$ cat config.mk
export PLATFORM = sky130hd
export DESIGN_NAME = stpcs_top
export DESIGN_NICKNAME = d
export VERILOG_FILES = /design/src/verilog/stpcs_pkg.sv /design/src/verilog/stpcs_ext_sync.sv /design/src/verilog/stpcs_top.sv
export SDC_FILE = /design/constraint.sdc
export NUM_CORES = 1
export LEC_CHECK = 0
export ABC_CLOCK_PERIOD_IN_PS = 2900
export BUFFER_PORTS_ARGS = -buffer_cell sky130_fd_sc_hd__buf_2
export CAP_MARGIN = 40
export CORE_MARGIN = 10
export CORE_UTILIZATION = 40
export DETAILED_ROUTE_END_ITERATION = 10
export PLACE_DENSITY = 0.71
export SLEW_MARGIN = 20
export SYNTH_ARGS = -nofsm -noshare
export SYNTH_HDL_FRONTEND = slang
export SYNTH_HIERARCHICAL = 1
export SYNTH_SLANG_ARGS = --single-unit
$ cat constraint.sdc
create_clock -name clk_i -period 2.9 [get_ports clk_i]
set_clock_uncertainty 0.1 [all_clocks]
set_input_delay 0.145 -clock clk_i [delete_from_list [all_inputs] [get_ports clk_i]]
set_output_delay 0.145 -clock clk_i [all_outputs]
set_load 0.05 [all_outputs]
$ cat src/verilog/stpcs_pkg.sv
// Purpose: shared constants and types of the timer prescaler and clock select
// Assumes: 8-bit register port, 10 MHz system clock, three timers
// Notes: register offsets are byte addresses on the plain register port
package stpcs_pkg;

    // clock period of the system clock in ns
    localparam int CLK_PERIOD_NS = 100;

    // register map
    localparam logic [7:0] SFIO_OFFSET = 8'h20;
    localparam logic [7:0] TSEL_BASE = 8'h21;
    localparam logic [7:0] PSTAT_OFFSET = 8'h24;
    localparam logic [7:0] SFIO_RESET = 8'h00;
    localparam logic [2:0] TSEL_RESET = 3'h0;
    localparam logic [7:0] RDATA_RESET = 8'h00;

    // field positions of the special function register
    localparam int SFIO_HOLD_BIT = 7;
    localparam int SFIO_CMPMUX_BIT = 3;
    localparam int SFIO_PULLUP_BIT = 2;
    localparam int SFIO_T0RST_BIT = 1;
    localparam int SFIO_SHRST_BIT = 0;

    // prescaler width and tap widths (tap fires when its low bits are all ones)
    localparam int PRESCALE_W = 10;
    localparam int TAP8_W = 3;
    localparam int TAP64_W = 6;
    localparam int TAP256_W = 8;
    localparam int TAP1024_W = 10;
    localparam logic [9:0] PRESCALE_RESET = 10'h000;

    // clock source encodings
    typedef enum logic [2:0] {
        CSS_STOP = 3'h0,
        CSS_SYS = 3'h1,
        CSS_DIV8 = 3'h2,
        CSS_DIV64 = 3'h3,
        CSS_DIV256 = 3'h4,
        CSS_DIV1024 = 3'h5,
        CSS_EXT_FALL = 3'h6,
        CSS_EXT_RISE = 3'h7
    } stpcs_css_type;

    // special function register layout
    typedef struct packed {
        logic hold;
        logic [2:0] rsv;
        logic cmp_mux;
        logic pullup_off;
        logic t0_rst;
        logic shared_rst;
    } stpcs_sfio_type;

    // prescaler taps as one bundle
    typedef struct packed {
        logic div1024;
        logic div256;
        logic div64;
        logic div8;
    } stpcs_taps_type;

endpackage : stpcs_pkg

$ cat src/verilog/stpcs_ext_sync.sv
// Purpose: synchroniser and edge detector for one external count pin
// Assumes: pin is asynchronous to clk_i; each half period exceeds one clock
// Notes: rise_o/fall_o are combinational from flops; the top registers them
module stpcs_ext_sync
    import stpcs_pkg::*;
(
    // clock and reset
    input wire logic clk_i,
    input wire logic rst_i,
    // pin
    input wire logic pin_i,
    // detected edges
    output logic rise_o,
    output logic fall_o
);

    logic latch_r;
    logic sync_r;
    logic prev_r;

    // stands in for the latch transparent in the high phase: it closes at the falling edge
    always_ff @(negedge clk_i) begin
        if (rst_i) begin
            latch_r <= 1'b0;
        end else begin
            latch_r <= pin_i;
        end
    end

    // rising-edge sampling, one sample per clock, then one delay stage
    always_ff @(posedge clk_i) begin
        if (rst_i) begin
            sync_r <= 1'b0;
            prev_r <= 1'b0;
        end else begin
            sync_r <= latch_r;
            prev_r <= sync_r;
        end
    end

    // edge detection on the sampled level only
    assign rise_o = sync_r & ~prev_r;
    assign fall_o = ~sync_r & prev_r;

    property p_rise_once;
        @(posedge clk_i) disable iff (rst_i)
        rise_o |=> !rise_o;
    endproperty
    a_rise_once: assert property (p_rise_once) else $error("rise pulse longer than one cycle");

endmodule : stpcs_ext_sync

$ cat src/verilog/stpcs_top.sv
// Purpose: shared prescaler and per-timer clock source select for three timers
// Assumes: plain register port, one 10 MHz clock, synchronous active-high reset
// Notes: ticks come from flops as one-cycle pulses, except source 1 which holds high; the timers sample them on the next edge
//
// Contract
// - Source 1 ticks the timer on every system clock.
// - Four prescaled ticks are offered: clock divided by 8, 64, 256, 1024.
// - Source 0 gives no tick; the timer stays stopped.
// - One free-running prescaler serves all timers; each keeps its own source.
// - First prescaled tick comes 1 to N+1 clocks after enabling.
// - A prescaler reset restarts the period for every attached timer.
// - The external pin is sampled once per clock, then edge detected.
// - Sample registers use the rising edge; latch transparent while clock high.
// - One tick per rising edge for source 7, per falling edge for 6.
// - Pin edge to counter update takes 2.5 to 3.5 clocks.
// - External ticks go straight to the timer, never through the prescaler.
// - While hold is set, written reset bits are kept, timers stay halted; here a held shared reset halts only timers on sources 2 to 5.
// - Clearing hold clears both reset bits so timers restart together.
// - Shared reset bit resets the prescaler and clears at once unless held.
//
// Decided for this implementation: the strobed register port.
module stpcs_top
    import stpcs_pkg::*;
#(
    parameter int NUM_TIMERS = 3
) (
    // clock and reset
    input wire logic clk_i,
    input wire logic rst_i,
    // register port
    input wire logic [7:0] reg_addr_i,
    input wire logic [7:0] reg_wdata_i,
    input wire logic reg_wr_i,
    input wire logic reg_rd_i,
    output logic [7:0] reg_rdata_o,
    // external count pins
    input wire logic [NUM_TIMERS-1:0] ext_count_input_i,
    // timer ticks
    output logic [NUM_TIMERS-1:0] timer_tick_o,
    // prescaler resets and pass-through control bits
    output logic shared_prescaler_reset_o,
    output logic timer0_prescaler_reset_o,
    output logic [1:0] misc_ctrl_o
);

    stpcs_sfio_type sfio_r;
    stpcs_sfio_type sfio_nxt;
    logic [PRESCALE_W-1:0] cnt_r;
    logic [PRESCALE_W-1:0] cnt_nxt;
    logic [7:0] rdata_r;
    logic [7:0] rdata_nxt;
    logic [2:0] sel_r [NUM_TIMERS];
    logic [NUM_TIMERS-1:0] tick_r;
    logic [NUM_TIMERS-1:0] tick_nxt;
    logic [NUM_TIMERS-1:0] ext_rise;
    logic [NUM_TIMERS-1:0] ext_fall;
    stpcs_taps_type taps;

    // address decode
    wire sfio_hit = (reg_addr_i == SFIO_OFFSET);
    wire pstat_hit = (reg_addr_i == PSTAT_OFFSET);
    wire sfio_wr = reg_wr_i & sfio_hit;
    wire wr_hold = reg_wdata_i[SFIO_HOLD_BIT];
    wire wr_shrst = reg_wdata_i[SFIO_SHRST_BIT];
    wire wr_t0rst = reg_wdata_i[SFIO_T0RST_BIT];

    // the written reset acts in its own write cycle even when it is not kept
    wire shared_rst_act = sfio_r.shared_rst | (sfio_wr & wr_shrst);
    wire t0_rst_act = sfio_r.t0_rst | (sfio_wr & wr_t0rst);

    // reset bits are kept only with hold; without it they clear at once,
    // and a write that drops hold clears both in the same cycle
    always_comb begin
        sfio_nxt = sfio_r;
        if (sfio_wr) begin
            sfio_nxt.hold = wr_hold;
            sfio_nxt.rsv = 3'h0;
            sfio_nxt.cmp_mux = reg_wdata_i[SFIO_CMPMUX_BIT];
            sfio_nxt.pullup_off = reg_wdata_i[SFIO_PULLUP_BIT];
            sfio_nxt.shared_rst = wr_hold & wr_shrst;
            sfio_nxt.t0_rst = wr_hold & wr_t0rst;
        end
    end

    always_ff @(posedge clk_i) begin
        if (rst_i) begin
            sfio_r <= stpcs_sfio_type'(SFIO_RESET);
        end else begin
            sfio_r <= sfio_nxt;
        end
    end

    // free-running prescaler; only its own reset stops it, never a source choice
    assign cnt_nxt = shared_rst_act ? PRESCALE_RESET : cnt_r + 10'h001;

    always_ff @(posedge clk_i) begin
        if (rst_i) begin
            cnt_r <= PRESCALE_RESET;
        end else begin
            cnt_r <= cnt_nxt;
        end
    end

    // taps fire when the low bits are all ones; held off during reset so
    // a halted group of timers cannot advance while being configured
    assign taps.div8 = (&cnt_r[TAP8_W-1:0]) & ~shared_rst_act;
    assign taps.div64 = (&cnt_r[TAP64_W-1:0]) & ~shared_rst_act;
    assign taps.div256 = (&cnt_r[TAP256_W-1:0]) & ~shared_rst_act;
    assign taps.div1024 = (&cnt_r[TAP1024_W-1:0]) & ~shared_rst_act;

    // source select: external edges bypass the prescaler entirely
    function automatic logic pick_tick(input logic [2:0] sel, input stpcs_taps_type tp,
                                       input logic rise, input logic fall);
        logic t;
        t = 1'b0;
        unique case (stpcs_css_type'(sel))
            CSS_STOP: t = 1'b0;
            CSS_SYS: t = 1'b1;
            CSS_DIV8: t = tp.div8;
            CSS_DIV64: t = tp.div64;
            CSS_DIV256: t = tp.div256;
            CSS_DIV1024: t = tp.div1024;
            CSS_EXT_FALL: t = fall;
            CSS_EXT_RISE: t = rise;
        endcase
        return t;
    endfunction : pick_tick

    // per-timer selection register, synchroniser and tick flop
    for (genvar g = 0; g < NUM_TIMERS; g++) begin : g_timer
        localparam logic [7:0] SEL_OFFSET = TSEL_BASE + 8'(g);
        wire sel_wr = reg_wr_i & (reg_addr_i == SEL_OFFSET);

        stpcs_ext_sync u_sync (
            .clk_i(clk_i),
            .rst_i(rst_i),
            .pin_i(ext_count_input_i[g]),
            .rise_o(ext_rise[g]),
            .fall_o(ext_fall[g])
        );

        // each timer keeps its own source choice
        always_ff @(posedge clk_i) begin
            if (rst_i) begin
                sel_r[g] <= TSEL_RESET;
            end else if (sel_wr) begin
                sel_r[g] <= reg_wdata_i[2:0];
            end
        end

        assign tick_nxt[g] = pick_tick(sel_r[g], taps, ext_rise[g], ext_fall[g]);

        // the tick flop is the last stage of the external path latency in this block
        always_ff @(posedge clk_i) begin
            if (rst_i) begin
                tick_r[g] <= 1'b0;
            end else begin
                tick_r[g] <= tick_nxt[g];
            end
        end

        property p_sys_tick;
            @(posedge clk_i) disable iff (rst_i)
            (sel_r[g] == CSS_SYS) && !sel_wr |=> tick_r[g];
        endproperty
        a_sys_tick: assert property (p_sys_tick) else $error("system clock source missed a tick");

        property p_stop;
            @(posedge clk_i) disable iff (rst_i)
            (sel_r[g] == CSS_STOP) && !sel_wr |=> !tick_r[g];
        endproperty
        a_stop: assert property (p_stop) else $error("stopped timer received a tick");

        property p_div8;
            @(posedge clk_i) disable iff (rst_i)
            tick_r[g] && ($past(sel_r[g]) == CSS_DIV8) |-> $past(cnt_r[TAP8_W-1:0]) == 3'h7;
        endproperty
        a_div8: assert property (p_div8) else $error("divide by 8 tick off its tap");

        property p_div64;
            @(posedge clk_i) disable iff (rst_i)
            tick_r[g] && ($past(sel_r[g]) == CSS_DIV64) |-> $past(cnt_r[TAP64_W-1:0]) == 6'h3F;
        endproperty
        a_div64: assert property (p_div64) else $error("divide by 64 tick off its tap");

        property p_div256;
            @(posedge clk_i) disable iff (rst_i)
            tick_r[g] && ($past(sel_r[g]) == CSS_DIV256) |-> $past(cnt_r[TAP256_W-1:0]) == 8'hFF;
        endproperty
        a_div256: assert property (p_div256) else $error("divide by 256 tick off its tap");

        property p_div1024;
            @(posedge clk_i) disable iff (rst_i)
            tick_r[g] && ($past(sel_r[g]) == CSS_DIV1024) |-> $past(cnt_r) == 10'h3FF;
        endproperty
        a_div1024: assert property (p_div1024) else $error("divide by 1024 tick off its tap");

        property p_ext_rise;
            @(posedge clk_i) disable iff (rst_i)
            (sel_r[g] == CSS_EXT_RISE) && ext_rise[g] && !sel_wr |=> tick_r[g];
        endproperty
        a_ext_rise: assert property (p_ext_rise) else $error("rising pin edge gave no tick");

        property p_ext_fall;
            @(posedge clk_i) disable iff (rst_i)
            (sel_r[g] == CSS_EXT_FALL) && ext_fall[g] && !sel_wr |=> tick_r[g];
        endproperty
        a_ext_fall: assert property (p_ext_fall) else $error("falling pin edge gave no tick");

        property p_ext_direct;
            @(posedge clk_i) disable iff (rst_i)
            tick_r[g] && ($past(sel_r[g]) == CSS_EXT_FALL) |-> $past(ext_fall[g]);
        endproperty
        a_ext_direct: assert property (p_ext_direct) else $error("external tick without pin edge");

        property p_pin_latency;
            @(posedge clk_i) disable iff (rst_i)
            (sel_r[g] == CSS_EXT_RISE) && !sel_wr && $rose(ext_rise[g]) |=> tick_r[g] ##1 !tick_r[g];
        endproperty
        a_pin_latency: assert property (p_pin_latency) else $error("external tick late or stretched");
    end

    // read mux; reserved bits read as zero, unmapped addresses read zero
    wire [7:0] sfio_rd = {sfio_r.hold, 3'h0, sfio_r.cmp_mux, sfio_r.pullup_off,
                          sfio_r.t0_rst, sfio_r.shared_rst};
    wire [7:0] pstat_rd = cnt_r[PRESCALE_W-1:2];

    always_comb begin
        rdata_nxt = RDATA_RESET;
        if (reg_rd_i) begin
            if (sfio_hit) begin
                rdata_nxt = sfio_rd;
            end else if (pstat_hit) begin
                rdata_nxt = pstat_rd;
            end
            for (int k = 0; k < NUM_TIMERS; k++) begin
                if (reg_addr_i == TSEL_BASE + 8'(k)) begin
                    rdata_nxt = {5'h00, sel_r[k]};
                end
            end
        end
    end

    // read data stand for the one cycle after the strobe only
    always_ff @(posedge clk_i) begin
        if (rst_i) begin
            rdata_r <= RDATA_RESET;
        end else begin
            rdata_r <= rdata_nxt;
        end
    end

    assign reg_rdata_o = rdata_r;
    assign timer_tick_o = tick_r;
    assign shared_prescaler_reset_o = shared_rst_act;
    assign timer0_prescaler_reset_o = t0_rst_act;
    assign misc_ctrl_o = {sfio_r.cmp_mux, sfio_r.pullup_off};

    // prescaler keeps counting whenever it is not reset; the sampled reset
    // keeps the release edge out, where disable iff already sees the new level
    property p_free_run;
        @(posedge clk_i) disable iff (rst_i)
        !rst_i && !shared_rst_act |=> cnt_r == $past(cnt_r) + 10'h001;
    endproperty
    a_free_run: assert property (p_free_run) else $error("prescaler stalled outside reset");

    property p_restart;
        @(posedge clk_i) disable iff (rst_i)
        shared_rst_act |=> cnt_r == PRESCALE_RESET;
    endproperty
    a_restart: assert property (p_restart) else $error("prescaler reset did not restart period");

    property p_held;
        @(posedge clk_i) disable iff (rst_i)
        sfio_r.hold && sfio_r.shared_rst && !sfio_wr |=> sfio_r.shared_rst && taps == 4'h0;
    endproperty
    a_held: assert property (p_held) else $error("held prescaler reset was lost");

    property p_t0_held;
        @(posedge clk_i) disable iff (rst_i)
        sfio_r.hold && sfio_r.t0_rst && !sfio_wr |=> sfio_r.t0_rst && timer0_prescaler_reset_o;
    endproperty
    a_t0_held: assert property (p_t0_held) else $error("held timer0 reset was lost");

    // releasing the hold restarts the shared period, so all held timers start together
    property p_hold_release;
        @(posedge clk_i) disable iff (rst_i)
        sfio_r.hold && sfio_r.shared_rst && sfio_wr && !wr_hold |=> cnt_r == PRESCALE_RESET;
    endproperty
    a_hold_release: assert property (p_hold_release) else $error("hold release did not restart period");

    property p_release;
        @(posedge clk_i) disable iff (rst_i)
        sfio_wr && !wr_hold |=> !sfio_r.shared_rst && !sfio_r.t0_rst &&
            (!shared_prescaler_reset_o || (sfio_wr && wr_shrst));
    endproperty
    a_release: assert property (p_release) else $error("reset bits survived hold release");

    property p_self_clear;
        @(posedge clk_i) disable iff (rst_i)
        sfio_wr && wr_shrst && !wr_hold |-> shared_prescaler_reset_o ##1 !sfio_r.shared_rst;
    endproperty
    a_self_clear: assert property (p_self_clear) else $error("unheld prescaler reset not one cycle");

endmodule : stpcs_top
## After elaboration in Yosys (flattened, before gate mapping)

Memories as Yosys holds them, arrays and structs flattened.
Cells that the tools add are included.

- Register bits after elaboration: 35
- RAM bits: 9
- Logic and storage cells: 114
- Memories: 1

- Add/sub/neg operators: 1
- Equal/unequal tests: 26
- Multiplexer cells: 22
- Bitwise logic cells: 32
- Reductions and logical operators: 11

Memory list:

| name | words | width | rd ports | clocked after Yosys merged registers in | write ports | line | RTL |
|---|---|---|---|---|---|---|---|
| sel_r | 3 | 3 | 3 | 0 | 3 | stpcs_top.sv:52 | `logic [2:0] sel_r [NUM_TIMERS];` |

Operators with widths:

| kind | number |
|---|---|
| equality test 8 x 6 -> 1 bit (second input constant) | 5 |
| equality test 3 bit (second input constant) | 12 |
| one-hot mux 1 bit (8 select lines) | 3 |
| AND 1 bit | 18 |
| equality test 3 x 2 -> 1 bit (second input constant) | 6 |
| 2-to-1 mux 3 bit | 6 |
| 2-to-1 mux 8 bit | 2 |
| 2-to-1 mux 1 bit | 11 |
| adder 10 x 1 -> 10 bit (second input constant) | 1 |
| AND reduction 10 bit | 1 |
| equality test 3 x 1 -> 1 bit (second input constant) | 3 |
| zero test 3 bit | 3 |
| inverter 1 bit | 9 |
| AND reduction 8 bit | 1 |
| OR reduction 7 bit | 1 |
| AND reduction 6 bit | 1 |
| OR 1 bit | 5 |
| OR reduction 5 bit | 1 |
| OR reduction 2 bit | 2 |
| AND reduction 3 bit | 1 |

## Longest topological paths before layout

Gate-level depths: netlist of run 1.

- Depth after elaboration: 7
- Mapped depth: 6

## Cells and area by module

The synthesis of run 1 kept the hierarchy.

Modules (own cells, without submodules):

| module | times used | cells an instance | area each (µm²) | seq. area each (µm²) |
|---|---|---|---|---|
| stpcs_top | 1 | 187 | 1701.6 | 790.8 |
| stpcs_ext_sync | 3 | 9 | 95.1 | 60.1 |

==> reports/summary.md, run 1 <==
After synthesis, the cell types taking the most area are sky130_fd_sc_hd__dfxtp_1 (35%), sky130_fd_sc_hd__edfxtp_1 (14%), sky130_fd_sc_hd__nor2b_1 (5.7%). The final standard cell count with taps included and fillers excluded was 318; the sum of negative setup slack was 0 ns. The number of buffers on the longest clock path is 2, and the clock input transition at the sequential cells of the worst setup and hold paths is 0.07 ns.

The tools report the buffer cell driving the clock tree root as sky130_fd_sc_hd__clkbuf_8. For the global router's overall resource usage, the log shows 11.0%. The tools report the number of nets with antenna violations after detailed routing as 0.

Counting every net in the synthesized netlist gives 239. Summed over all instances, the cell type with the most area after synthesis is sky130_fd_sc_hd__dfxtp_1. For this configuration, the core starts out at a cell density of 41.8%. TritonCTS built the clock tree. The die height is 90.5 um. H-tree depth: 2. The analysis attributes to cell leakage a power of 0.916 nW. The clock reaches the later pin of the worst-skew pair after 0.34 ns.

TritonCTS created 5 clock buffers. The clock net in this run drives a total of 44 sinks. The slowest stage of the critical path belongs to the cell sky130_fd_sc_hd__dfxtp_1. The number of antenna violations at the first check in global routing was 0; the area occupied by registers was 971 um^2. STA classifies the critical path startpoint as a flip-flop. From synthesis to final layout, the design area changed by 15.7%. From left edge to right edge, the die measures 90.5 um. The tools report the worst slew margin relative to its limit as 70.4%.

Broken down by cell family, the worst path's largest delay share belongs to flip-flops. The signal on the critical path passes through nor2b_1. Across all layers, the routed design uses 1640 vias.

The number of standard cells after synthesis was 214; the mean cell area of the mapped netlist was 9.28 um^2. Dividing the detail-routed wire length by the instance count gives 14.2 um. For the worst setup path, the data required time is 2.97 ns. Leaving out fill and tap cells, the most frequent cell in the layout is sky130_fd_sc_hd__dfxtp_1. The run gives 0 as the final hold violation count. The flip-flop and latch count after synthesis works out to 44. The worst setup path is captured at a flip-flop. The via count normalized by instance count is 5.16, and the number of warning messages in the yosys log is 6. The cell row count is 25.

In the layout the commonest cells are sky130_fd_sc_hd__dfxtp_1 (35), sky130_fd_sc_hd__buf_2 (34), sky130_fd_sc_hd__nor2_1 (28), sky130_fd_sc_hd__nand2_1 (24), sky130_fd_sc_hd__nor2b_1 (18). The setup-violating endpoint count in the final report came out at 0. The run gives 0.878 as the final weighted congestion in routability-driven placement.

The run finished with clean final reports. Cells with a size suffix above 1 make up 18.3% of the layout. The power density of the placed cells is 485 mW/mm^2. Summed over all layers, the global routing overflow is 0. Yosys mapped a number of flops with a built-in enable equal to 9. On the worst path, the slowest cell contributes a delay of 0.28 ns. Entering global routing, the biggest net connects 20 pins.

For the pin with the worst max-slew slack, the measured transition is 0.443 ns. The async set-reset flop share out of synthesis was 0%. The first-pass GRT wire length came out at 7540 um. The total buffers and inverters traversed by the critical path was 0. Detailed placement ended at an HPWL of 3420 um. The arrival time reported for the critical path endpoint was 2.19 ns; the reported max-cap violation count was 0. For the number of max-slew violations in the final report, the log shows 0. The area share of the largest cell type after synthesis works out to 35.3%. Summing all multi-input logic gate instances after layout gives 946 um^2. The run gives 0 as the DRC violation count after routing.

The core region is 0.00475 mm^2. The number of antenna diodes in the final layout is 0. The synthesized netlist occupies a cell area of 0.00199 mm^2. The floorplan step defined a die boundary enclosing 0.00819 mm^2. After the first detailed-routing iteration, the DRC count stood at 74. The tools report the sum of routed wire length over all layers as 4510 um.

The critical path is of the reg2reg type. For the fraction of the yosys area taken by sequential cells, the log shows 48.9%. Setup repair after global routing left no endpoint under its margin. For the worst supply voltage drop on vdd, the log shows 0.000248 V. After the last flow step, the layout net total stands at 275.

Port buffering added 34 buffers. For this run, the leading register cell type out of synthesis is sky130_fd_sc_hd__dfxtp_1. The worst hold path belongs to the class in2reg.

The maximum fanout along the worst path was 1; the via count of the first global-routing pass was 1638. The run gives 38 as the top-level port count. For the unique cell type count in the Yosys netlist, the log shows 46. After detailed placement, the design holds a cell count of 309.

The pre-antenna-repair detailed-routing pass consisted of 4 iterations. After filler insertion, the fill cell instance count of the layout stands at 496.
[per-layer routing]
| metal | GRT usage [%] | routed length, um |
|---|---|---|
| met2 | 17.5 | 2000 |
| met3 | 3.91 | 346 |
| met4 | 4.91 | 110 |
| met1 | 12.8 | 2050 |
| met5 | 0 | 0 |
[cell usage after synthesis (2+ instances only)]
cell,n
sky130_fd_sc_hd__a22oi_1,3
sky130_fd_sc_hd__dfxtp_1,35
sky130_fd_sc_hd__o21ai_0,3
sky130_fd_sc_hd__and4b_1,2
sky130_fd_sc_hd__a21oi_1,11
sky130_fd_sc_hd__xnor2_1,4
sky130_fd_sc_hd__o22ai_1,2
sky130_fd_sc_hd__nor2_1,28
sky130_fd_sc_hd__ha_1,2
sky130_fd_sc_hd__and3_1,5
sky130_fd_sc_hd__o31ai_1,2
sky130_fd_sc_hd__nand4_1,3
sky130_fd_sc_hd__o2bb2ai_1,3
sky130_fd_sc_hd__mux2_2,2
sky130_fd_sc_hd__and2_1,3
sky130_fd_sc_hd__nor2b_1,18
sky130_fd_sc_hd__nand4b_1,2
sky130_fd_sc_hd__inv_1,10
sky130_fd_sc_hd__buf_4,2
sky130_fd_sc_hd__edfxtp_1,9
sky130_fd_sc_hd__buf_2,2
sky130_fd_sc_hd__clkbuf_1,2
sky130_fd_sc_hd__nor3_1,2
sky130_fd_sc_hd__nand3_1,8
sky130_fd_sc_hd__nand2_1,24
sky130_fd_sc_hd__mux2i_1,5
sky130_fd_sc_hd__xor2_1,3
[sequential cells by signal, indices dropped and copies added (netlist names)]
signal,cells
timer_tick_o,3
sfio_r,3
g_timer.u_sync/latch_r,3
g_timer.u_sync/sync_r,3
misc_ctrl_o,2
g_timer.u_sync/prev_r,3
reg_rdata_o,8
sel_r,9
cnt_r,10
[cells by family (layout without fill, tap and decap cells)]
group                    count (synthesis)  in the layout  share of synthesized area (%)
AO/OA/AOI/OAI                           34             34                           11.7
XOR/XNOR                                 7              7                           3.09
adder cells (fa/ha/maj)                  2              2                           1.26
buffers and inverters                   16             53                           3.53
flip-flops                              44             44                           48.9
multiplexers                             7              7                           3.65
AND/OR/NAND/NOR                        104            104                           28.0
[layout make-up]
| cell class | instances | share of cell area (%) |
|---|---|---|
| Clock buffer | 7 | 3.32 |
| Tap cell | 67 | 3.65 |
| Timing Repair Buffer | 35 | 7.83 |
| Inverter | 7 | 1.14 |
| Multi-Input combinational cell | 154 | 41.1 |
| Clock inverter | 4 | 0.707 |
| Sequential cell | 44 | 42.2 |
[final timing paths]
kind	start	end	slack, ns	cells after the start
worst max-delay path	g_timer[0].u_sync/latch_r$_SDFF_NP0_	g_timer[0].u_sync/sync_r$_SDFF_PP0_	0.79	1
worst min-delay path	reg_wdata_i[2]	misc_ctrl_o[0]$_SDFFE_PP0N_	0.02	3
worst max register to register	g_timer[0].u_sync/latch_r$_SDFF_NP0_	g_timer[0].u_sync/sync_r$_SDFF_PP0_	0.79	1
worst min register to register	sfio_r[7]$_SDFFE_PP0N_	sfio_r[7]$_SDFFE_PP0N_	0.36	2
[stage by stage]
stage          hold slack [ns]  instance area (um^2)  power [W]  worst slack (ns)  utilization [%]
2_1_floorplan            0.117                  1990   0.000729             0.860                -
3_5_place_dp             0.305                  2210   0.000767             0.678             46.4
6_report                0.0196                  2300    0.00112             0.788             48.4
4_1_cts                 0.0141                  2300    0.00112             0.784             48.4
5_1_grt                 0.0350                  2300    0.00116             0.735             48.4
3_3_place_gp             0.302                  2210   0.000764             0.687             46.4
[report_power, final]
group / total [W] / internal [W] / switching (W)
Clock: 0.000374 / 0.000174 / 0.000200
Combinational: 0.0000822 / 0.0000336 / 0.0000487
Sequential: 0.000660 / 0.000641 / 0.0000183
Total: 0.00112 / 0.000848 / 0.000267
[repair_timing]
action	CTS	global route
gates resized for setup	0	0
hold buffers	1	0
endpoints found under the setup margin	0	0
endpoints found under the hold margin	1	0
setup buffers	0	0
(Power assumes the default switching activity.)
==> run 2, diff against run 1 <==
ABC_AREA = 1   (was not set)
ABC_CLOCK_PERIOD_IN_PS = 1900   (was 2900)
PLACE_DENSITY = 0.73   (was 0.71)
clock period = 1.9 ns   (was 2.9 ns; I/O delays follow)
==> run 2 against run 1 <==
  * Power increased by 71%
  * Hold slack lost 0.0023 ns
  * Count of clock-buffer cells in the layout did not move
  * Wire length up 2.6%
  * Worst setup slack lost 0.60 ns
  * Sequential power is 51% higher
  * Global-route usage is 0.12 points higher
  * Synthesized cell count up 33%
  * First-iteration DRC count is 22% higher
  * Sequential share of layout area shrank 4.0 points
==> reports/summary.md, run 2 <==
The clock input transition at the sequential cells of the worst setup and hold paths is 0.08 ns (about the same), and the global router's overall resource usage is 11.1% (+0.12 points). The critical path starts at rst_i. The number of nets with antenna violations after detailed routing is 0 (unchanged). The final hold violation count was 0 (unchanged). Ranked by flip-flop count, first place goes to cnt_r. Power density of the placed cells: 751 mW/mm^2 (+55%).

The die height works out to 92.8 um (+2.6%). The unique cell type count in the Yosys netlist is 31 (-33%), and the DRC marker count from the first detailed-route iteration is 90 (+22%). The mean cell area of the mapped netlist was 7.47 um^2 (-20%); the via count of the first global-routing pass was 1814 (+11%).

Setup-violating endpoint count in the final report: 0 (unchanged). The overall via count from detail_route is 1906 (+16%). The core region area was 0.00514 mm^2 (+8.1%). The run gives 0 (unchanged) as the final antenna diode count. The tree is rooted in a sky130_fd_sc_hd__clkbuf_8. In this run the critical register-to-register path is launched from g_timer[0].u_sync/latch_r$_SDFF_NP0_. The endpoint identified for the worst register-to-register timing path is g_timer[0].u_sync/sync_r$_SDFF_PP0_.

The count of buffers from port buffering is 34 (unchanged). The share of final-layout standard cells stronger than drive strength 1 was 16.7% (-1.6 points). Setup repair after global routing left no endpoint under its margin. The number of setup buffers added after CTS is 0 (unchanged), and the number of sinks handled by clock tree synthesis is 44 (unchanged). The routed length per placed instance works out to 11.6 um (-18%). Cell area after synthesis: 0.00212 mm^2 (+6.8%). The top cell types in the final layout, fill and taps aside, are sky130_fd_sc_hd__nor2_1 (63), sky130_fd_sc_hd__inv_1 (46), sky130_fd_sc_hd__nand2_1 (39), sky130_fd_sc_hd__dfxtp_1 (35), sky130_fd_sc_hd__buf_2 (34). The most used flip-flop cell after synthesis is sky130_fd_sc_hd__dfxtp_1.

For the number of buffers on the longest clock path, the log shows 2 (unchanged). The run gives 41.3% (-0.50 points) as the initial core utilization. For the overall overflow remaining after global route, the log shows 0 (unchanged). The worst hold path class is in2reg. For the worst supply voltage drop on vdd, the log shows 0.000316 V (+28%).

The worst path needs 1.71 ns of the cycle, external delays included. The tools report the number of warning messages in the yosys log as 6 (unchanged). Sum of negative setup slack: 0 ns (unchanged). TritonCTS built the clock tree. Area share of the largest cell type after synthesis: 33.0% (-2.2 points).

The count of cells along the worst register-to-register path is 2 (+1). The via count normalized by instance count is 4.78 (-7.4%). The H-tree depth is 2 (unchanged). The run gives 7890 um (+4.7%) as the first-pass GRT wire length. The worst setup path is captured at a flip-flop. The number of enable flip-flop cells after synthesis was 9 (unchanged); the worst-case hold slack was 0.0173 ns (-0.00226 ns).

The run gives 15 (-25%) as the pin count of the biggest net entering global routing. The die width works out to 92.8 um (+2.6%). After synthesis, the cell types taking the most area are sky130_fd_sc_hd__dfxtp_1 (33%), sky130_fd_sc_hd__edfxtp_1 (13%), sky130_fd_sc_hd__nor2_1 (11%). The flop-to-flop setup slack is 0.34 ns (-0.45 ns). The critical path endpoint is reg_rdata_o[3]$_SDFF_PP0_. Counting instances in the post-synthesis netlist gives the leading cell types as sky130_fd_sc_hd__nor2_1 (63), sky130_fd_sc_hd__inv_1 (46), sky130_fd_sc_hd__nand2_1 (39). The top-level port count came out at 38 (unchanged). The worst path uses 90.0% of the clock period. Async set-reset flop share out of synthesis: 0% (unchanged). sky130_fd_sc_hd__nor2_1 is the most common cell in the netlist. The flip-flop and latch count after synthesis works out to 44 (unchanged).

The sum of routed wire length over all layers is 4630 um (+2.6%), and the reported max-cap violation count is 0 (unchanged). The run gives 0.00862 mm^2 (+5.3%) as the area of the die. The critical path data required time is 2.04 ns (-0.93 ns).

The run gives 3650 um (+6.6%) as the sum of net half-perimeters after detailed placement. The transition at the pin with the smallest max-transition slack is 0.539 ns (+0.0960 ns). The tools report the DRC violation count after routing as 0 (unchanged). The highest clock rate came out at 0.585 GHz. The number of antenna violations at the first check in global routing came out at 0 (unchanged). The commonest non-fill, non-tap cell in the layout was sky130_fd_sc_hd__nor2_1. The tools report the final weighted congestion in routability-driven placement as 0.853 (-2.8%).

The worst setup path is launched from an input port. The cell row count was 26 (+4.0%); the static leakage power was 1.17 nW (+28%). Clock network latency to the later pin of the worst-skew pair: 0.35 ns (about the same). The setup path with the least slack is of type in2reg. The final cell area excluding filler cells is 0.00254 mm^2 (+10%). The logs give 0 (unchanged) for the number of max-slew violations in the final report and 63.8% (-6.6 points) for the worst slew margin relative to its limit. Post-detailed-placement cell area: 0.00237 mm^2 (+7.3%).

The iteration count of the initial detailed-routing pass is 4 (unchanged). The net count after synthesis was 309 (+29%). From synthesis to final layout, the design area changed by 19.6%.

The total CTS buffers is 5 (unchanged), and the flip-flop count of the largest register, all copies and words added is 10 (unchanged). Layout net count: 353 (+28%). The run gives 1.85 ns (-0.34 ns) as the arrival time reported for the critical path endpoint.

The run finished with clean final reports. The maximum fanout along the worst path was 10 (+9). For the number of standard cells after synthesis, the log shows 284 (+33%).

The post-synthesis cell type with the largest combined area was sky130_fd_sc_hd__dfxtp_1. The fraction of the yosys area taken by sequential cells came out at 45.8% (-3.1 points).
==> run 2: per-stage QoR <==
stage               util, %  total power (W)  std cells  setup WS (ns)
floorplan                 -          0.00111        284          0.160
global placement       46.1          0.00117        386          0.312
detailed placement     46.1          0.00117        386          0.285
CTS                    49.4          0.00193        399          0.208
global route           49.4          0.00199        399         0.0320
finish                 49.4          0.00191        399          0.190
==> run 2: report_power, final <==
group          total, W  leakage [nW]  switching [W]  internal, W
registers      0.000998         0.370      0.0000209     0.000978
logic          0.000138         0.726      0.0000878    0.0000505
clock network  0.000771        0.0779       0.000319     0.000451
==> run 2: metal layers <==
metal	wire length, um	GRT usage, %
met5	0	0
met4	53	4.11
met3	347	4.44
met2	2190	18.6
met1	2040	12.4
==> run 2: critical path, cell delays in order <==
cell and delay (ns):
sky130_fd_sc_hd__dlygate4sd3_1 0.53, sky130_fd_sc_hd__buf_2 0.18, sky130_fd_sc_hd__buf_4 0.18, sky130_fd_sc_hd__nor2_1 0.23
sky130_fd_sc_hd__nand3_1 0.11, sky130_fd_sc_hd__nor2_1 0.22, sky130_fd_sc_hd__nand2_1 0.15, sky130_fd_sc_hd__o21ai_1 0.14
==> run 2: layout make-up <==
class / count / area (um^2)
sequential: 44 / 971
inverter: 44 / 165
timing repair buffer: 42 / 243
clock inverter: 4 / 41.3
tap: 70 / 87.6
multi-input combinational: 188 / 941
clock buffer: 7 / 90.1
fill: 526 / 2600
==> run 2: worst min path at each step <==
stage | end | start | depth (start not counted) | slack [ns]
2_1_floorplan | g_timer[0].u_sync/sync_r$_SDFF_PP0_ | rst_i | 1 | 0.07
3_3_place_gp | misc_ctrl_o[1]$_SDFFE_PP0N_ | reg_wdata_i[3] | 3 | 0.22
3_5_place_dp | misc_ctrl_o[1]$_SDFFE_PP0N_ | reg_wdata_i[3] | 3 | 0.23
4_1_cts | misc_ctrl_o[0]$_SDFFE_PP0N_ | reg_wdata_i[2] | 3 | 0.02
5_1_grt | misc_ctrl_o[0]$_SDFFE_PP0N_ | reg_wdata_i[2] | 3 | 0.04
6_report | misc_ctrl_o[0]$_SDFFE_PP0N_ | reg_wdata_i[2] | 3 | 0.02
==> run 2: what timing repair did <==
item,4_1_cts,5_1_grt
endpoints found under the hold margin,10,0
hold buffers,5,0
gates resized for setup,0,0
==> run 2: cell families after synthesis <==
family | Yosys count | share of synthesized area, %
fa+ha+maj | 2 | 1.18
buf+inv | 52 | 9.91
simple gates | 156 | 34.6
flops | 44 | 45.8
compound gates | 27 | 7.37
xor+xnor | 3 | 1.24
==> run 3, diff against run 2 <==
SETUP_SLACK_MARGIN = 0.5   (was not set)
==> run 3 against run 2 <==
  * Worst setup slack improved by 0.14 ns
  * Largest cell class is now multi-input gates
  * Final cell count rose by 3.5%
  * Largest power group unchanged
  * Sequential share of layout area fell by 2.5 points
  * Power fell by 8.8%
  * Highest routed layer unchanged
  * Critical path type is now reg2reg
==> reports/summary.md, run 3 (synthesis results as in run 2) <==
The run finished with clean final reports. The commonest non-fill, non-tap cell in the layout is sky130_fd_sc_hd__nor2_1. The top-level port count is 38 (unchanged), and the reported max-cap violation count is 0 (unchanged). The tools report the kind of start point of the critical path as a flip-flop. The tools report the startpoint of the worst register-to-register path as g_timer[1].u_sync/latch_r$_SDFF_NP0_.

The startpoint-to-endpoint class of the critical path was reg2reg. The sum of negative setup slack is 0 ns (unchanged). Peak per-stage delay on the critical path: 0.30 ns (-0.23 ns). The sum of routed wire length over all layers is 5170 um (+12%). For the final standard cell count with taps included and fillers excluded, the log shows 413 (+3.5%).

The slowest stage of the critical path is the sky130_fd_sc_hd__dfxtp_2 cell. The iteration count of the initial detailed-routing pass is 4 (unchanged). The area of the die came out at 0.00862 mm^2 (unchanged). The DRC violation count after routing was 0 (unchanged); the worst supply voltage drop on vdd was 0.000290 V (-8.4%).

Walking the worst path, the cells encountered are inv_2, nor2_2. The logs give 5 (unchanged) for the total CTS buffers and 26 (unchanged) for the cell row count. TritonCTS built the clock tree. The tools report the initial core utilization as 41.3% (unchanged).

The run gives 0 (unchanged) as the number of antenna violations at the first check in global routing. The worst hold path cell count works out to 3 (unchanged). In this run the most critical hold path is launched from reg_wdata_i[2]. The via count normalized by instance count was 4.89 (+2.3%). In the layout the commonest cells are sky130_fd_sc_hd__nor2_1 (54), sky130_fd_sc_hd__nand2_1 (38), sky130_fd_sc_hd__inv_1 (36), sky130_fd_sc_hd__buf_2 (31), sky130_fd_sc_hd__dfxtp_1 (27).

The transition at the pin with the smallest max-transition slack was 0.534 ns (-0.00545 ns). Number of max-slew violations in the final report: 0 (unchanged). Clock input transition at the sequential cells of the worst setup and hold paths: 0.08 ns (about the same).

Routed length per placed instance: 12.5 um (+7.8%). The total buffers and inverters traversed by the critical path is 1 (-2). For the DRC marker count from the first detailed-route iteration, the log shows 145 (+61%). The worst slew margin relative to its limit was 64.1% (+0.37 points).

The register with the most flip-flops in the final layout is cnt_r. The arrival time reported for the critical path endpoint was 1.67 ns (-0.18 ns); the sum of net half-perimeters after detailed placement was 3740 um (+2.5%). The final weighted congestion in routability-driven placement was 0.862 (+1.1%); the final antenna diode count was 0 (unchanged). The clock network latency to the later pin of the worst-skew pair is 0.35 ns (about the same), and the number of sinks handled by clock tree synthesis is 44 (unchanged). Count of placed standard cells including taps: 386 (unchanged).

The overall via count from detail_route came out at 2018 (+5.9%). The die width was 92.8 um (unchanged). The via count of the first global-routing pass is 1881 (+3.7%). The tools report the worst hold endpoint as misc_ctrl_o[0]$_SDFFE_PP0N_. The worst reg2reg path endpoint is g_timer[1].u_sync/sync_r$_SDFF_PP0_. From synthesis to final layout, the design area changed by 30.1%. The top cell family by delay on the critical path was flip-flops.

Setup repair after global routing could not meet its margin everywhere. Power density of the placed cells: 630 mW/mm^2 (-16%). The static leakage power is 1.25 nW (+6.2%).

For the overall overflow remaining after global route, the log shows 0 (unchanged). The number of buffers on the longest clock path was 2 (unchanged); the share of final-layout standard cells stronger than drive strength 1 was 29.2% (+12 points). The first-pass GRT wire length is 8380 um (+6.2%). CTS placed an instance of sky130_fd_sc_hd__clkbuf_8 at the clock tree root.

The number of nets with antenna violations after detailed routing is 0 (unchanged), and the H-tree depth is 2 (unchanged). The layout net count was 367 (+4.0%); the global router's overall resource usage was 11.8% (+0.75 points). The count of buffers from port buffering came out at 34 (unchanged).

The tools report the flop-to-flop setup slack as 0.33 ns (about the same). The die height came out at 92.8 um (unchanged). The setup-violating endpoint count in the final report was 0 (unchanged).

The pin count of the biggest net entering global routing is 15 (unchanged), and the flip-flop count of the largest register, all copies and words added is 10 (unchanged). The critical path data required time is 1.99 ns (-0.05 ns). The count of cells along the worst register-to-register path is 2 (unchanged). Nature of the critical path endpoint: a flip-flop. For the number of fill cells in the layout, the log shows 492 (-6.5%).

The final hold violation count was 0 (unchanged). The maximum fanout along the worst path was 1 (-9); the core region area was 0.00514 mm^2 (unchanged). The worst hold path class is in2reg.
==> run 3: changes by cell type in the layout (fill, tap and decap cells not counted), moves of 6 or more <==
cell,before,now
sky130_fd_sc_hd__buf_4,3,18
sky130_fd_sc_hd__dfxtp_2,0,6
sky130_fd_sc_hd__inv_1,46,36
sky130_fd_sc_hd__dfxtp_1,35,27
sky130_fd_sc_hd__nor2_1,63,54
sky130_fd_sc_hd__inv_2,0,9
==> run 3: worst register-to-register path: cells and delay by family, from the launching register on <==
kind / cells / cell delay (ns)
and+or+nand+nor: 1 / 0.03
DFF: 1 / 0.30
buffers and inverters: 1 / 0.04
==> run 3: worst max path at each step <==
stage | start | endpoint | slack (ns) | cells after the start
6_report | g_timer[1].u_sync/latch_r$_SDFF_NP0_ | g_timer[1].u_sync/sync_r$_SDFF_PP0_ | 0.33 | 2
5_1_grt | g_timer[0].u_sync/latch_r$_SDFF_NP0_ | g_timer[0].u_sync/sync_r$_SDFF_PP0_ | 0.27 | 2
4_1_cts | g_timer[2].u_sync/latch_r$_SDFF_NP0_ | g_timer[2].u_sync/sync_r$_SDFF_PP0_ | 0.33 | 2
3_5_place_dp | reg_addr_i[7] | sel_r[2][2]$_SDFFCE_PN0P_ | 0.29 | 6
3_3_place_gp | reg_addr_i[3] | timer0_prescaler_reset_o | 0.32 | 9
2_1_floorplan | g_timer[0].u_sync/latch_r$_SDFF_NP0_ | g_timer[0].u_sync/sync_r$_SDFF_PP0_ | 0.40 | 2
==> run 3: area by class of cell <==
cell class              instances  area (um^2)  area share, %
clock inverters                 4         15.0          0.544
inverters                      44          169           6.12
clock buffers                   7         76.3           2.77
flip-flops and latches         44          986           35.7
well taps                      70         87.6           3.17
multi-input cells             188         1060           38.4
repair buffers                 56          367           13.3
==> run 3: power breakdown <==
| part | total (W) | leakage (nW) | switching, W | internal (W) |
|---|---|---|---|---|
| clock | 0.000578 | 0.0559 | 0.000314 | 0.000264 |
| sequential | 0.00100 | 0.373 | 0.0000244 | 0.000978 |
| combinational | 0.000158 | 0.817 | 0.0000967 | 0.0000614 |
| total | 0.00174 | 1.25 | 0.000435 | 0.00130 |
==> run 3: repair_timing <==
action	4_1_cts	5_1_grt
buffers inserted	1	13
setup endpoints to repair	10	10
gates resized for setup	17	35
hold endpoints to repair	9	0
hold buffers	5	0
pin swaps	1	15
==> run 3: stage by stage <==
step | utilization [%] | area (um^2) | hold slack [ns] | setup slack, ns | power (W)
after floorplan | - | 2130 | 0.0662 | 0.404 | 0.00112
after global placement | 46.2 | 2370 | 0.219 | 0.322 | 0.00117
after detailed placement | 46.2 | 2370 | 0.229 | 0.291 | 0.00117
after CTS | 49.8 | 2560 | 0.0101 | 0.334 | 0.00174
after global routing | 53.7 | 2760 | 0.0509 | 0.271 | 0.00183
final | 53.7 | 2760 | 0.00259 | 0.326 | 0.00174
==> run 3: routing by layer <==
| layer | wire [um] | up-vias | share of wire (%) | track usage [%] |
|---|---|---|---|---|
| li1 | - | 1034 | - | - |
| met1 | 2120 | 931 | 41 | 12.8 |
| met2 | 2650 | 47 | 51 | 20.7 |
| met3 | 330 | 6 | 6.4 | 4.12 |
| met4 | 65 | 0 | 1.3 | 4.50 |
| met5 | 0 | - | 0 | 0 |
